[config.mk]
export PLATFORM = sky130hd
export DESIGN_NAME = slow_tick_clocking
export DESIGN_NICKNAME = d
export VERILOG_FILES = /design/src/rtl/slow_tick_pkg.sv /design/src/rtl/slow_tick_if.sv /design/src/rtl/ref_tick_gen.sv /design/src/rtl/slow_clock_div.sv /design/src/rtl/slow_tick_clocking.sv
export VERILOG_INCLUDE_DIRS = /design/src /design/src/rtl
export SDC_FILE = /design/constraint.sdc
export NUM_CORES = 1
export LEC_CHECK = 0
export BUFFER_PORTS_ARGS = -buffer_cell sky130_fd_sc_hd__clkbuf_2
export CAP_MARGIN = 20
export CORE_UTILIZATION = 45
export CTS_CLUSTER_DIAMETER = 100
export DETAILED_ROUTE_END_ITERATION = 8
export GPL_TIMING_DRIVEN = 0
export PLACE_DENSITY = 0.68
export SETUP_SLACK_MARGIN = 0.3
export SLEW_MARGIN = 40
export SYNTH_ARGS = -nofsm -noshare
export SYNTH_HDL_FRONTEND = slang
export SYNTH_SLANG_ARGS = --single-unit
[constraint.sdc]
create_clock -name CLOCK_I -period 2.5 [get_ports CLOCK_I]
set_input_delay 0 -clock CLOCK_I [delete_from_list [all_inputs] [get_ports CLOCK_I]]
set_output_delay 0 -clock CLOCK_I [all_outputs]
set_load 0.05 [all_outputs]
[src/rtl/slow_tick_params.svh]
// Offsets, field positions, reset values and timing figures of the slow tick block
`ifndef SLOW_TICK_PARAMS_SVH
`define SLOW_TICK_PARAMS_SVH

// Clock rates in kHz
`define CLK_FREQ_KHZ     10000
`define REF_FREQ_KHZ     256

// Half period of the fastest slow clock (1000 Hz) in 256 kHz ticks
`define BASE_HALF_TICKS  128

// Register indices; byte address is four times the index
`define IDX_RATE_SEL0    10'h014
`define IDX_ENABLE_SEL2  10'h016
`define IDX_MODE_CFG     10'h018
`define IDX_STATUS       10'h019

// Rate select register fields
`define BIT_DIV16        14
`define BIT_X4           13

// Enable register fields
`define BIT_HALF         12
`define BIT_SLOW_EN      0

// Mode register fields
`define BIT_DBL_PLAY     0
`define BIT_DBL_REC      1
`define LSB_SRATE        2
`define MSB_SRATE        4
`define LSB_SYSRATIO     5
`define MSB_SYSRATIO     8
`define BIT_REC_OSR      9
`define BIT_PLAY_OSR     10
`define BIT_EQ_EN        11
`define BIT_REC_L        12
`define BIT_REC_R        13
`define BIT_PLAY_L       14
`define BIT_PLAY_R       15
`define BIT_REC_TEST     16
`define BIT_REC_BIAS     17
`define MODE_WIDTH       18
`define MODE_RESET       18'h00274

// Codes demanded for doubled-rate operation
`define HR_SAMPLE_RATE   3'h5
`define HR_SYS_RATIO     4'h1

`endif

[src/rtl/slow_tick_pkg.sv]
// Types shared by the slow tick block
package slow_tick_pkg;
   typedef logic [31:0] word_t;
   typedef logic [2:0]  rate_shift_t;
   typedef enum logic [0:0]
   {
      APB_IDLE   = 1'b0,
      APB_ACCESS = 1'b1
   } apb_state_e;
endpackage

[src/rtl/slow_tick_if.sv]
// Signals between reference tick, slow clock divider and the control logic
`timescale 1ns/100ps
interface slow_tick_if;
   import slow_tick_pkg::*;
   logic        ref_tick;
   logic        enable;
   rate_shift_t shift;
   logic        slow_level;
   logic        slow_tick;
   modport gen (output ref_tick);
   modport div (input ref_tick, input enable, input shift, output slow_level, output slow_tick);
   modport ctl (input ref_tick, output enable, output shift, input slow_level, input slow_tick);
endinterface

[src/rtl/ref_tick_gen.sv]
// Fractional divider that makes the 256 kHz reference tick
`timescale 1ns/100ps
`include "slow_tick_params.svh"
module ref_tick_gen
#(
   parameter int CLK_FREQ_KHZ = `CLK_FREQ_KHZ,
   parameter int REF_FREQ_KHZ = `REF_FREQ_KHZ
)
(
   input  wire logic  clk_i,
   input  wire logic  rst_i,
   slow_tick_if.gen   ifc
);
   import slow_tick_pkg::*;

   localparam int GAP_MIN = (CLK_FREQ_KHZ / REF_FREQ_KHZ) - 1;
   localparam int GAP_MAX = CLK_FREQ_KHZ / REF_FREQ_KHZ;

   logic [15:0] acc_q;
   logic [15:0] acc_sum;
   logic        wrap;
   logic        tick_q;
   logic [15:0] gap_q;
   logic        seen_q;

   // Phase accumulator, wraps at the system rate
   assign acc_sum = acc_q + 16'(REF_FREQ_KHZ);
   assign wrap    = acc_sum >= 16'(CLK_FREQ_KHZ);

   // Tick on each wrap, average 256 kHz
   always_ff @(posedge clk_i)
   begin
      if (rst_i)
      begin
         acc_q  <= 16'h0000;
         tick_q <= 1'b0;
      end
      else
      begin
         acc_q  <= wrap ? 16'(acc_sum - 16'(CLK_FREQ_KHZ)) : acc_sum;
         tick_q <= wrap;
      end
   end

   assign ifc.ref_tick = tick_q;

   // Cycles since the previous tick, for the spacing check
   always_ff @(posedge clk_i)
   begin
      if (rst_i)
      begin
         gap_q  <= 16'h0000;
         seen_q <= 1'b0;
      end
      else
      begin
         gap_q  <= tick_q ? 16'h0000 : gap_q + 16'h0001;
         seen_q <= seen_q | tick_q;
      end
   end

   ref_spacing_a: assert property (@(posedge clk_i) disable iff (rst_i)
      tick_q && seen_q |-> gap_q >= 16'(GAP_MIN) && gap_q <= 16'(GAP_MAX))
      else $error("reference tick spacing off");
endmodule

[src/rtl/slow_clock_div.sv]
// Glitch-free programmable divider making the slow timeout clock
`timescale 1ns/100ps
`include "slow_tick_params.svh"
module slow_clock_div
#(
   parameter int BASE_HALF_TICKS = `BASE_HALF_TICKS
)
(
   input  wire logic  clk_i,
   input  wire logic  rst_i,
   slow_tick_if.div   ifc
);
   import slow_tick_pkg::*;

   logic        run_q;
   logic        level_q;
   logic        tick_q;
   logic [15:0] cnt_q;
   logic [15:0] half_q;
   logic [15:0] half_new;
   logic        at_end;

   // Half period in reference ticks for the requested rate
   assign half_new = 16'(BASE_HALF_TICKS) << ifc.shift;
   assign at_end   = ifc.ref_tick && (cnt_q == half_q - 16'h0001);

   // New rate takes hold only after a whole period; stop waits for the phase to finish
   always_ff @(posedge clk_i)
   begin
      if (rst_i)
      begin
         run_q   <= 1'b0;
         level_q <= 1'b0;
         tick_q  <= 1'b0;
         cnt_q   <= 16'h0000;
         half_q  <= 16'h0000;
      end
      else if (!run_q)
      begin
         tick_q  <= 1'b0;
         level_q <= 1'b0;
         cnt_q   <= 16'h0000;
         run_q   <= ifc.enable;
         half_q  <= half_new;
      end
      else if (at_end)
      begin
         cnt_q   <= 16'h0000;
         level_q <= ~level_q & ifc.enable;
         tick_q  <= ~level_q & ifc.enable;
         run_q   <= ifc.enable;
         if (level_q)
            half_q <= half_new;
      end
      else
      begin
         tick_q <= 1'b0;
         if (ifc.ref_tick)
            cnt_q <= cnt_q + 16'h0001;
      end
   end

   assign ifc.slow_level = level_q;
   assign ifc.slow_tick  = tick_q;

   rate_hold_a: assert property (@(posedge clk_i) disable iff (rst_i)
      run_q && !(at_end && level_q) |=> $stable(half_q))
      else $error("rate changed inside a period");

   rate_load_a: assert property (@(posedge clk_i) disable iff (rst_i)
      at_end && level_q |=> half_q == (16'(BASE_HALF_TICKS) << $past(ifc.shift)))
      else $error("half period does not match rate bits");

   idle_low_a: assert property (@(posedge clk_i) disable iff (rst_i)
      !run_q |-> !level_q && !tick_q)
      else $error("slow clock active while stopped");
endmodule

[src/rtl/slow_tick_clocking.sv]
// Slow timeout clock and doubled-rate clocking control with an APB register slave
//
// Register access over APB was chosen for this implementation.
`timescale 1ns/100ps
`include "slow_tick_params.svh"

module slow_tick_clocking
#(
   parameter int BASE_HALF_TICKS = `BASE_HALF_TICKS,
   parameter int CLK_FREQ_KHZ    = `CLK_FREQ_KHZ,
   parameter int REF_FREQ_KHZ    = `REF_FREQ_KHZ
)
(
   input  wire logic                 CLOCK_I,
   input  wire logic                 SYS_RST_I,
   input  wire logic                 PSEL_I,
   input  wire logic                 PENABLE_I,
   input  wire logic                 PWRITE_I,
   input  wire logic [11:0]          PADDR_I,
   input  wire slow_tick_pkg::word_t PWDATA_I,
   input  wire logic [3:0]           PSTRB_I,
   output logic                      PREADY_O,
   output slow_tick_pkg::word_t      PRDATA_O,
   output logic                      PSLVERR_O,
   output logic                      SLOW_TIMEOUT_CLOCK_O,
   output logic                      DEBOUNCE_TICK_O,
   output logic                      VOLUME_TICK_O,
   output logic                      SYSTEM_CLOCK_FROM_MCLK_O,
   output logic                      BASE_RATE_48K_O,
   output logic                      DOUBLE_RATE_O,
   output logic                      RECORD_OSR_128_O,
   output logic                      CONFIG_ERROR_O
);
   import slow_tick_pkg::*;

   apb_state_e            state_q;
   logic                  pready_q;
   word_t                 prdata_q;
   logic                  pslverr_q;
   logic                  rate_div16_q;
   logic                  rate_x4_q;
   logic                  half_sel_q;
   logic                  slow_en_q;
   logic [`MODE_WIDTH-1:0] mode_q;
   logic                  slow_clk_q;
   logic                  debounce_q;
   logic                  volume_q;
   logic                  system_clock_mclk_q;
   logic                  base_rate_q;
   logic                  double_rate_q;
   logic                  rec_osr128_q;
   logic                  cfg_err_q;

   slow_tick_if tick_bus ();

   // Merge write data into a register under the byte strobes
   function automatic word_t merge(input word_t old_v, input word_t new_v,
                                   input logic [3:0] strb);
      word_t m;
      m = {{8{strb[3]}}, {8{strb[2]}}, {8{strb[1]}}, {8{strb[0]}}};
      return (old_v & ~m) | (new_v & m);
   endfunction

   // Word decode
   wire [9:0] word_idx = PADDR_I[11:2];
   wire       hit_rate = word_idx == `IDX_RATE_SEL0;
   wire       hit_en   = word_idx == `IDX_ENABLE_SEL2;
   wire       hit_mode = word_idx == `IDX_MODE_CFG;
   wire       hit_stat = word_idx == `IDX_STATUS;
   wire       hit_any  = hit_rate | hit_en | hit_mode | hit_stat;
   wire       setup    = PSEL_I & ~PENABLE_I & (state_q == APB_IDLE);
   wire       wr_stb   = (state_q == APB_ACCESS) & PSEL_I & PENABLE_I & PWRITE_I;

   // Mode fields
   wire       dbl_play    = mode_q[`BIT_DBL_PLAY];
   wire       dbl_rec     = mode_q[`BIT_DBL_REC];
   wire [2:0] sample_rate = mode_q[`MSB_SRATE:`LSB_SRATE];
   wire [3:0] sys_ratio   = mode_q[`MSB_SYSRATIO:`LSB_SYSRATIO];
   wire       rec_osr     = mode_q[`BIT_REC_OSR];
   wire       play_osr    = mode_q[`BIT_PLAY_OSR];
   wire       eq_en       = mode_q[`BIT_EQ_EN];
   wire       rec_l       = mode_q[`BIT_REC_L];
   wire       rec_r       = mode_q[`BIT_REC_R];
   wire       play_l      = mode_q[`BIT_PLAY_L];
   wire       play_r      = mode_q[`BIT_PLAY_R];
   wire       rec_test    = mode_q[`BIT_REC_TEST];
   wire       rec_bias    = mode_q[`BIT_REC_BIAS];
   wire       dbl_any     = dbl_play | dbl_rec;
   wire       base_code   = sample_rate == `HR_SAMPLE_RATE;

   // Software-side doubled-rate settings checked and reported
   wire err_both   = dbl_play & dbl_rec;
   wire err_play   = dbl_play & (rec_l | rec_r | play_osr);
   wire err_common = dbl_any & (eq_en | ~base_code | (sys_ratio != `HR_SYS_RATIO));
   wire err_rec    = dbl_rec & (play_l | play_r | rec_osr | rec_test | rec_bias);
   wire cfg_err    = err_both | err_play | err_common | err_rec;

   // Read views
   word_t rd_rate;
   word_t rd_en;
   word_t rd_mode;
   word_t rd_stat;
   word_t rd_mux;
   assign rd_rate = (32'(rate_div16_q) << `BIT_DIV16) | (32'(rate_x4_q) << `BIT_X4);
   assign rd_en   = (32'(half_sel_q) << `BIT_HALF) | (32'(slow_en_q) << `BIT_SLOW_EN);
   assign rd_mode = 32'(mode_q);
   assign rd_stat = {26'h0000000, rec_osr128_q, double_rate_q, base_rate_q,
                     cfg_err_q, system_clock_mclk_q, slow_clk_q};
   assign rd_mux  = hit_rate ? rd_rate :
                    hit_en   ? rd_en   :
                    hit_mode ? rd_mode :
                    hit_stat ? rd_stat : 32'h00000000;

   // Merged write values
   word_t wr_rate;
   word_t wr_en;
   word_t wr_mode;
   assign wr_rate = merge(rd_rate, PWDATA_I, PSTRB_I);
   assign wr_en   = merge(rd_en, PWDATA_I, PSTRB_I);
   assign wr_mode = merge(rd_mode, PWDATA_I, PSTRB_I);

   // APB handshake, answer in the first access cycle
   always_ff @(posedge CLOCK_I)
   begin
      if (SYS_RST_I)
      begin
         state_q   <= APB_IDLE;
         pready_q  <= 1'b0;
         prdata_q  <= 32'h00000000;
         pslverr_q <= 1'b0;
      end
      else
      begin
         case (state_q)
            APB_IDLE:
            begin
               if (setup)
               begin
                  state_q   <= APB_ACCESS;
                  pready_q  <= 1'b1;
                  prdata_q  <= PWRITE_I ? 32'h00000000 : rd_mux;
                  pslverr_q <= ~hit_any;
               end
            end
            APB_ACCESS:
            begin
               state_q   <= APB_IDLE;
               pready_q  <= 1'b0;
               pslverr_q <= 1'b0;
            end
            default:
            begin
               state_q  <= APB_IDLE;
               pready_q <= 1'b0;
            end
         endcase
      end
   end

   // Register writes
   always_ff @(posedge CLOCK_I)
   begin
      if (SYS_RST_I)
      begin
         rate_div16_q <= 1'b0;
         rate_x4_q    <= 1'b0;
         half_sel_q   <= 1'b0;
         slow_en_q    <= 1'b0;
         mode_q       <= `MODE_RESET;
      end
      else if (wr_stb)
      begin
         if (hit_rate)
         begin
            rate_div16_q <= wr_rate[`BIT_DIV16];
            rate_x4_q    <= wr_rate[`BIT_X4];
         end
         else if (hit_en)
         begin
            half_sel_q <= wr_en[`BIT_HALF];
            slow_en_q  <= wr_en[`BIT_SLOW_EN];
         end
         else if (hit_mode)
            mode_q <= wr_mode[`MODE_WIDTH-1:0];
      end
   end

   // Divider control: shift weights 1 for halving, 2 for times-four, 4 for div16
   assign tick_bus.enable = slow_en_q;
   assign tick_bus.shift  = {rate_div16_q, ~rate_x4_q, ~half_sel_q};

   ref_tick_gen
   #(
      .CLK_FREQ_KHZ (CLK_FREQ_KHZ),
      .REF_FREQ_KHZ (REF_FREQ_KHZ)
   )
   u_ref
   (
      .clk_i (CLOCK_I),
      .rst_i (SYS_RST_I),
      .ifc   (tick_bus.gen)
   );

   slow_clock_div
   #(
      .BASE_HALF_TICKS (BASE_HALF_TICKS)
   )
   u_div
   (
      .clk_i (CLOCK_I),
      .rst_i (SYS_RST_I),
      .ifc   (tick_bus.div)
   );

   // Registered outputs
   always_ff @(posedge CLOCK_I)
   begin
      if (SYS_RST_I)
      begin
         slow_clk_q    <= 1'b0;
         debounce_q    <= 1'b0;
         volume_q      <= 1'b0;
         system_clock_mclk_q <= 1'b0;
         base_rate_q   <= 1'b0;
         double_rate_q <= 1'b0;
         rec_osr128_q  <= 1'b0;
         cfg_err_q     <= 1'b0;
      end
      else
      begin
         slow_clk_q    <= tick_bus.slow_level;
         debounce_q    <= tick_bus.slow_tick;
         volume_q      <= tick_bus.slow_tick;
         system_clock_mclk_q <= dbl_any;
         base_rate_q   <= base_code;
         double_rate_q <= base_code & dbl_any;
         rec_osr128_q  <= rec_osr;
         cfg_err_q     <= cfg_err;
      end
   end

   assign PREADY_O             = pready_q;
   assign PRDATA_O             = prdata_q;
   assign PSLVERR_O            = pslverr_q;
   assign SLOW_TIMEOUT_CLOCK_O = slow_clk_q;
   assign DEBOUNCE_TICK_O      = debounce_q;
   assign VOLUME_TICK_O        = volume_q;
   assign SYSTEM_CLOCK_FROM_MCLK_O   = system_clock_mclk_q;
   assign BASE_RATE_48K_O      = base_rate_q;
   assign DOUBLE_RATE_O        = double_rate_q;
   assign RECORD_OSR_128_O     = rec_osr128_q;
   assign CONFIG_ERROR_O       = cfg_err_q;

   // Checks next to the logic they guard
   apb_answer_a: assert property (@(posedge CLOCK_I) disable iff (SYS_RST_I)
      setup |=> PREADY_O ##1 !PREADY_O)
      else $error("APB answer not in first access cycle");

   timeout_ticks_a: assert property (@(posedge CLOCK_I) disable iff (SYS_RST_I)
      tick_bus.slow_tick |=> DEBOUNCE_TICK_O && VOLUME_TICK_O ##1 !DEBOUNCE_TICK_O)
      else $error("timeout ticks do not follow the slow clock");

   slow_enable_a: assert property (@(posedge CLOCK_I) disable iff (SYS_RST_I)
      !slow_en_q && !tick_bus.slow_level |=> !tick_bus.slow_level)
      else $error("slow clock rose while disabled");

   // Shift weights: halving 1, times-four 2, div16 4
   rate_shift_a: assert property (@(posedge CLOCK_I) disable iff (SYS_RST_I)
      int'(tick_bus.shift) == (half_sel_q ? 0 : 1) + (rate_x4_q ? 0 : 2) + (rate_div16_q ? 4 : 0))
      else $error("halving, times-four or div16 weight wrong");

   mclk_source_a: assert property (@(posedge CLOCK_I) disable iff (SYS_RST_I)
      dbl_any |=> SYSTEM_CLOCK_FROM_MCLK_O)
      else $error("doubled rate not on master clock");

   mclk_release_a: assert property (@(posedge CLOCK_I) disable iff (SYS_RST_I)
      !dbl_any |=> !SYSTEM_CLOCK_FROM_MCLK_O)
      else $error("master clock source kept without doubled rate");

   double_rate_a: assert property (@(posedge CLOCK_I) disable iff (SYS_RST_I)
      DOUBLE_RATE_O |-> BASE_RATE_48K_O && $past(sample_rate) == `HR_SAMPLE_RATE)
      else $error("doubled rate without base code");

   record_osr_a: assert property (@(posedge CLOCK_I) disable iff (SYS_RST_I)
      wr_stb && hit_mode |=> ##1 RECORD_OSR_128_O == $past(PWDATA_I[`BIT_REC_OSR], 2)
                                 || !$past(PSTRB_I[1], 2))
      else $error("record oversampling output wrong");

   // Error response follows the address decode of the setup cycle
   slave_error_a: assert property (@(posedge CLOCK_I) disable iff (SYS_RST_I)
      setup |=> PSLVERR_O == !$past(hit_any))
      else $error("error response does not match address decode");
endmodule

==> results of run 1 <==
critical path, cell delays in order (launching register included):
cell and delay (ns):
dfxtp_4 0.36, ha_1 0.20, buf_6 0.14, buf_12 0.12, xor2_4 0.17, nand3_4 0.11
a32oi_4 0.23, a311oi_4 0.09, buf_4 0.20, or3_1 0.31, a21oi_1 0.17
layout make-up:
type	count	area (sq um)
inverters	14	52.6
plain buffers	39	260
well taps	129	161
clock inverters	7	83.8
repair buffers	113	772
multi-input cells	361	2550
flip-flops and latches	90	1820
fillers	788	3500
clock buffers	9	124
repair_timing:
item,CTS,global route
hold buffers,27,0
setup endpoints to repair,37,47
resized for setup,29,29
buffers inserted,12,10
pin swaps,10,7
endpoints found under the hold margin,29,0
cloned,1,0
routing by layer:
metal  vias to the layer above  track usage [%]  part of all wire, %
met5                         -                0                    0
met4                         0             9.59                  1.9
met3                        20             4.53                  4.9
met2                       121             41.0                   51
met1                      1923             26.0                   42
li1                       1987                -                    -
cell usage after synthesis (2+ instances only):
| cell | instances | area share [%] |
|---|---|---|
| and4_1 | 3 | 0.60 |
| o32ai_1 | 2 | 0.40 |
| or3_1 | 9 | 1.3 |
| ha_1 | 6 | 1.7 |
| nand3b_1 | 2 | 0.34 |
| inv_1 | 14 | 1.2 |
| nor2_1 | 76 | 6.5 |
| a31oi_1 | 5 | 0.72 |
| xor2_1 | 13 | 2.6 |
| and3_1 | 6 | 0.86 |
| a211o_1 | 5 | 1.0 |
| mux2i_1 | 26 | 6.0 |
| and2_1 | 3 | 0.43 |
| nor2b_1 | 14 | 2.0 |
| nor3_1 | 9 | 1.0 |
| buf_6 | 2 | 0.52 |
| a222oi_1 | 5 | 1.1 |
| a32oi_1 | 2 | 0.40 |
| nand4b_1 | 3 | 0.60 |
| a211oi_1 | 4 | 0.69 |
| a21oi_1 | 14 | 1.6 |
| or3b_2 | 2 | 0.40 |
| buf_4 | 15 | 2.6 |
| o21ai_0 | 14 | 1.6 |
| a22oi_1 | 12 | 2.1 |
| nand2b_1 | 12 | 1.7 |
| or4_1 | 5 | 0.86 |
| o41ai_1 | 2 | 0.40 |
| nor4_1 | 8 | 1.1 |
| dfxtp_1 | 90 | 41 |
| nand3_1 | 11 | 1.3 |
| or4b_2 | 2 | 0.46 |
| nand2_1 | 20 | 1.7 |
| nor3_4 | 2 | 0.75 |
| xnor2_1 | 20 | 4.0 |
| nand4_1 | 9 | 1.3 |
| buf_2 | 7 | 0.80 |
| clkbuf_1 | 14 | 1.2 |
| o21a_1 | 2 | 0.34 |
report_power, final:
part	leakage [nW]	switching (mW)	internal, mW
Sequential	0.731	0.0709	1.51
Clock	0.105	0.610	0.402
Combinational	1.41	0.596	0.505
stage by stage:
step	TNS [ns]	hold slack, ns	instances	instance area (sq um)	power, mW
6_report	0	0.0565	762	5820	3.69
5_1_grt	0	0.0887	762	5820	3.86
4_1_cts	0	0.0442	752	5620	3.54
3_5_place_dp	-0.672	0.212	696	4910	2.35
3_3_place_gp	-0.0657	0.207	696	4910	2.33
2_1_floorplan	0	0.118	504	4430	2.18
final timing paths:
check	depth (start not counted)	end	slack [ns]	startpoint
max	10	u_ref.acc_q[10]	0.30	u_ref.acc_q[8]
min	3	PREADY_O	0.06	PSEL_I
max reg2reg	10	u_ref.acc_q[10]	0.30	u_ref.acc_q[8]
min reg2reg	1	u_div.ifc.slow_tick	0.48	u_div.ifc.slow_level
placed cells by master (no fill, tap or decap), types with 4 or more instances in the layout:
| cell type | netlist | routed |
|---|---|---|
| dfxtp_1 | 90 | 84 |
| nor2_1 | 76 | 75 |
| clkbuf_2 | 0 | 64 |
| buf_4 | 15 | 36 |
| dlygate4sd3_1 | 0 | 27 |
| mux2i_1 | 26 | 26 |
| nand2_1 | 20 | 19 |
| xnor2_1 | 20 | 19 |
| nor2b_1 | 14 | 14 |
| a21oi_1 | 14 | 14 |
| conb_1 | 1 | 14 |
| clkbuf_1 | 14 | 13 |
| nand2b_1 | 12 | 12 |
| a22oi_1 | 12 | 12 |
| inv_1 | 14 | 11 |
| xor2_1 | 13 | 11 |
| o21ai_0 | 14 | 11 |
| nand4_1 | 9 | 9 |
| nand3_1 | 11 | 9 |
| clkbuf_8 | 0 | 9 |
| buf_6 | 2 | 7 |
| or3_1 | 9 | 7 |
| nor3_1 | 9 | 7 |
| and3_1 | 6 | 6 |
| or4_1 | 5 | 5 |
| a211o_1 | 5 | 5 |
| nor4_1 | 8 | 5 |
| a222oi_1 | 5 | 5 |
| ha_1 | 6 | 5 |
| a31oi_1 | 5 | 4 |
| dfxtp_4 | 0 | 4 |
cell families after synthesis:
kind of cell               after synthesis  synth area share, %
xor gates and xnor gates                33                 6.63
and+or+nand+nor                        202                 24.6
muxes                                   27                 6.23
DFF                                     90                 41.3
adders and majority gates                6                 1.72
AOI/OAI and AO/OA                       79                 13.0
other                                    1               0.0861
buffers and inverters                   53                 6.40
==> impl_results.md, run 1 <==
* Area delta synth->final at 33.6%
* Drt via density at between 5 and 6
* Post-synth top flop: dfxtp_1
* Placer congestion estimate at 0.838
* Cell area after synthesis at 0.00436 sq mm
* RSZ-0062 raised after global routing: true
* Pwr dens at between 600 and 700 mW/mm^2
* Min setup slack post-route at 0.302 ns
* Crit path kind: flop to flop
* Worst slack, placed at -0.0672 ns
* CP required at about 2.8 ns
* Mapped Cells at about 490
* CTS tree: yes
* Reg clk slew, reported paths at roughly 0.11 ns
* Final Slew Violations at 0
* Max frequency at roughly 450 MHz
* Clock sink total at 90
* Worst relative slew slack at 58.6%
* Async set or reset register ratio after synthesis at 0%
* Outcome: finished clean
* Grt ovf at 0
* Nets at a little under 700
* Maximum vdd drop at around 0.00037 V
* Pin count of the biggest net entering global routing at 20
* Synthesis Warnings at 0
* DR WL/cell at ~15 microns
* Root Driver: clkbuf_8
* I/O Pins at 95
* Max Cap Viol at 0
* First-pass GRT wire length at about 18000 microns
* Dpl hpwl at ~7400 microns
* Post-route ant nets at 0
* Post-synthesis sequential area ratio at about two fifths
* Clk Latency, worst-skew pair at about 0.37 ns
* 1st-iter DRT viols at between 200 and 250
* Core ar. at approximately 0.0093 sq mm
* Worst EP arrival at roughly 2.5 ns
* Number of global-route vias before repair at ~3900
* Drt pass-1 iters at 5
* Drc violations at 0
* Cell variety after synth at 60
* Die area at 0.0101 sq mm
* CP Max Fanout at 8
* Tmin final at 2.20 ns
* Leak pwr at 2.24 nW
* Initial Util at a little under half
* Startpoint Class: flop
* Tcrit/Tclk final at 87.9%
* Die Wd at about 100 microns
* Row count at 35
* Cts bufs inserted at 9
* Final Hold Viols at 0
* Worst min path class: primary input to flop
* Clk buf depth at 2
* Setup-failing EPs final at 0
* Initial antenna violation count at 0
* Synthesis-stage register bit count at 90
* Layout cells sized above 1 at between 20% and 30%
* Crit. End Element: flop
* Input/output buffers at 63
* Diode count at 0
* Final clock skew at 0.0182 ns
* Final core utilization at a little over three fifths
* H-tree Lvls at 3
* Die Ht at approximately 100 microns
* Via count at around 4100
* Post-synth EDFFs at 0
* Drt total wl at about 11000 microns
* Syn_area_per_cell at about 8.9 sq um
* Slew of the pin with the lowest slew margin at between 0.6 and 0.7 ns
* Gr usage total at between 20% and 30%
Note: power is estimated with default switching activity, not from simulation.
==> inputs of run 2 (changes only) <==
--- a/config.mk
+++ b/config.mk
@@ -6,6 +6,7 @@
 export SDC_FILE = /design/constraint.sdc
 export NUM_CORES = 1
 export LEC_CHECK = 0
+export ABC_AREA = 1
 export BUFFER_PORTS_ARGS = -buffer_cell sky130_fd_sc_hd__clkbuf_2
 export CAP_MARGIN = 20
 export CORE_UTILIZATION = 45
==> run 2 against run 1 <==
  * Utilization decreased by 5.6 points
  * Synthesized cell count increased by 34%
  * Clock power about the same
  * Largest cell class unchanged
==> impl_results.md, run 2 <==
* Top-count cell post-synth: nand2_1
* Hold path startpoint: PSTRB_I[2]
* Area fraction of the dominant cell type after synthesis at 39.1% (-2.3 points)
* Clk buf depth at 2 (unchanged)
* Mapped Cells at 659 (+34%)
* RSZ-0062 raised after global routing: false
* Psw at 1.13 mW (-11%)
* Grt ovf at 0 (unchanged)
* Drt total wl at 11100 microns (-1.8%)
* Clk Latency, worst-skew pair at 0.36 ns (about the same)
* Max Cap Viol at 0 (unchanged)
* Worst EP arrival at 2.32 ns (-0.16 ns)
* CTS tree: yes
* Async set or reset register ratio after synthesis at 0% (unchanged)
* Max frequency at 483 MHz (+6.3%)
* Crit path kind: flop to flop
* Combinational Power Share at 23.3% (-6.5 points)
* Power Internal at 2.20 mW (-9.0%)
* Cts bufs inserted at 9 (unchanged)
* Leak pwr at 2.47 nW (+10%)
* Drc violations at 0 (unchanged)
* Tcrit/Tclk final at 82.7% (-5.2 points)
* Commonest cells after routing, fill and taps aside: 139 x nand2_1, 91 x nor2_1, 90 x dfxtp_1
* Cell variety after synth at 43 (-28%)
* Finished Layout Cells at 906 (+19%)
* FF-to-FF End: u_div.half_q[14]
* Die Wd at 103 microns (+2.8%)
* Synthesis Warnings at 0 (unchanged)
* Reg clk slew, reported paths at 0.11 ns (about the same)
* Sum Neg Setup Slack at 0 ns (unchanged)
* Most common cell after layout, fill and taps aside: nand2_1
* Cell area after synthesis at 0.00461 sq mm (+5.9%)
* Path depth of the worst reg2reg path at 11 (+1)
* Reg2reg setup slack at 0.43 ns (+0.13 ns)
* Number of global-route vias before repair at 4077 (+3.2%)
* First-pass GRT wire length at 18500 microns (+1.6%)
* 1st-iter DRT viols at 192 (-21%)
* Outcome: finished clean
* Dpl hpwl at 8390 microns (+13%)
* DR WL/cell at 12.3 microns (-17%)
* Slew of the pin with the lowest slew margin at 0.557 ns (-0.0644 ns)
* Worst relative slew slack at 62.9% (+4.3 points)
* Maximum vdd drop at 0.000407 V (+9.3%)
* Final clock skew at 0.0164 ns (-0.00179 ns)
* Die area at 0.0107 sq mm (+5.7%)
* H-tree Lvls at 3 (unchanged)
* CP required at 2.75 ns (-0.04 ns)
* Row count at 36 (+2.9%)
* Clock sink total at 90 (unchanged)
* Via count at 4471 (+10%)
* Root Driver: clkbuf_8
* Final core utilization at 56.9% (-5.6 points)
* Post-synthesis sequential area ratio at 39.1% (-2.3 points)
* Worst hold slack at 0.0321 ns (-0.0244 ns)
* Worst min path class: primary input to flop
* Input/output buffers at 61 (-3.2%)
* Final Slew Violations at 0 (unchanged)
* Diode count at 0 (unchanged)
* Commonest cells post-synth: 139 x nand2_1, 92 x nor2_1, 90 x dfxtp_1
* Placer congestion estimate at 0.896 (+7.0%)
* Die Ht at 103 microns (+2.8%)
* Largest area contributor in the netlist: dfxtp_1
* Synthesis-stage register bit count at 90 (unchanged)
* Drt via density at 4.93 (-7.2%)
* DP Area at 0.00513 sq mm (+4.5%)
* Final Hold Viols at 0 (unchanged)
* Hold depth at 3 (unchanged)
* Tmin final at 2.07 ns (-0.130 ns)
* Synth top area cells: dfxtp_1 39%, nand2_1 11%, nor2_1 7.5%, inv_1 6.3%, nand3_1 5.9%
* Drt pass-1 iters at 5 (unchanged)
* I/O Pins at 95 (unchanged)
* Startpoint Class: flop
* Syn_area_per_cell at 7.00 sq um (-21%)
* Worst reg2reg path startpoint: u_div.half_q[7]
* Nets at 827 (+20%)
* Final Instance Area at 0.00561 sq mm (-3.7%)
* Clock share of power at 29.9% (+2.5 points)
* Post-synth EDFFs at 0 (unchanged)
* Layout cells sized above 1 at 16.7% (-10 points)
* Total placed cells including tap cells at 866 (+24%)
* Pin count of the biggest net entering global routing at 20 (unchanged)
* Sequential share of power at 46.8% (+4.0 points)
* Setup-failing EPs final at 0 (unchanged)
* Post-synth top flop: dfxtp_1
* Worst setup startpoint: u_div.half_q[7]
* Pwr dens at 594 mW/mm^2 (-6.3%)
* Area delta synth->final at 21.6%
* Post-route ant nets at 0 (unchanged)
* CP Max Fanout at 10 (+2)
* Switching Share at 34.0% (-0.56 points)
* Crit. End Element: flop
* Gr usage total at 22.2% (-0.47 points)
* Initial Util at 46.8% (about the same)
* Post-CTS setup buffer count at 0 (-12)
* Initial antenna violation count at 0 (unchanged)
* Core ar. at 0.00986 sq mm (+5.8%)
## run 2: kinds of logic after synthesis
logic type / synth area share [%]
AO/OA/AOI/OAI: 10.3
XOR/XNOR: 5.26
adder cells (fa/ha/maj): 1.63
buffers and inverters: 10.7
flip-flops: 39.1
other: 0.0813
AND/OR/NAND/NOR: 33.0
## run 2: layer usage
metal  part of all wire, %  vias up  routed length, microns  global-route usage, %
met5                     0        -                       0                      0
met1                    46     2040                    5120                   29.2
li1                      -     2313                       -                      -
met2                    48      105                    5360                   37.6
met4                   1.3        0                     142                   7.80
met3                   4.6       13                     507                   2.89
## run 2: cell type report
type | instances | area [sq um]
buffer | 32 | 203
inverter | 78 | 293
fill | 940 | 4260
timing repair buffer | 85 | 546
clock buffer | 9 | 124
multi-input combinational | 472 | 2400
sequential | 90 | 1800
tap | 133 | 166
clock inverter | 7 | 80.1
## run 2: through the flow
stage | setup WS [ns] | power [mW]
2_1_floorplan | 0.731 | 2.18
3_3_place_gp | 0.403 | 2.31
3_5_place_dp | 0.355 | 2.33
4_1_cts | 0.328 | 3.35
5_1_grt | 0.290 | 3.52
6_report | 0.432 | 3.33
## run 2: power by group through the flow
stage          combinational [mW]  sequential [mW]  clock [mW]
2_1_floorplan               0.591             1.59           0
3_5_place_dp                0.739             1.59           0
3_3_place_gp                0.726             1.59           0
6_report                    0.777             1.56       0.996
5_1_grt                     0.876             1.57        1.08
4_1_cts                     0.774             1.56        1.02
## run 2: critical path, stage by stage (launching register included)
cell and delay (ns):
dfxtp_1 0.38, inv_1 0.09, ha_1 0.32, nand2_1 0.08, nand3_1 0.10, nor2_2 0.12, nand3_1 0.13, nor2_4 0.15
nand4_4 0.15, buf_6 0.18, a21oi_1 0.18, nor2_1 0.09
## run 2: worst max path at each step
stage                        to  slack [ns]  cells after the start
2_1_floorplan  u_div.half_q[10]        0.73                     11
3_3_place_gp    u_div.cnt_q[15]        0.40                     11
3_5_place_dp    u_div.cnt_q[15]        0.36                     11
4_1_cts         u_div.cnt_q[15]        0.33                     11
5_1_grt        u_div.half_q[14]        0.29                     12
6_report       u_div.half_q[14]        0.43                     11
## run 2: what timing repair did
item | CTS | global route
endpoints found under the setup margin | 0 | 18
gates resized for setup | 0 | 7
endpoints found under the hold margin | 24 | 0
hold buffers | 24 | 0
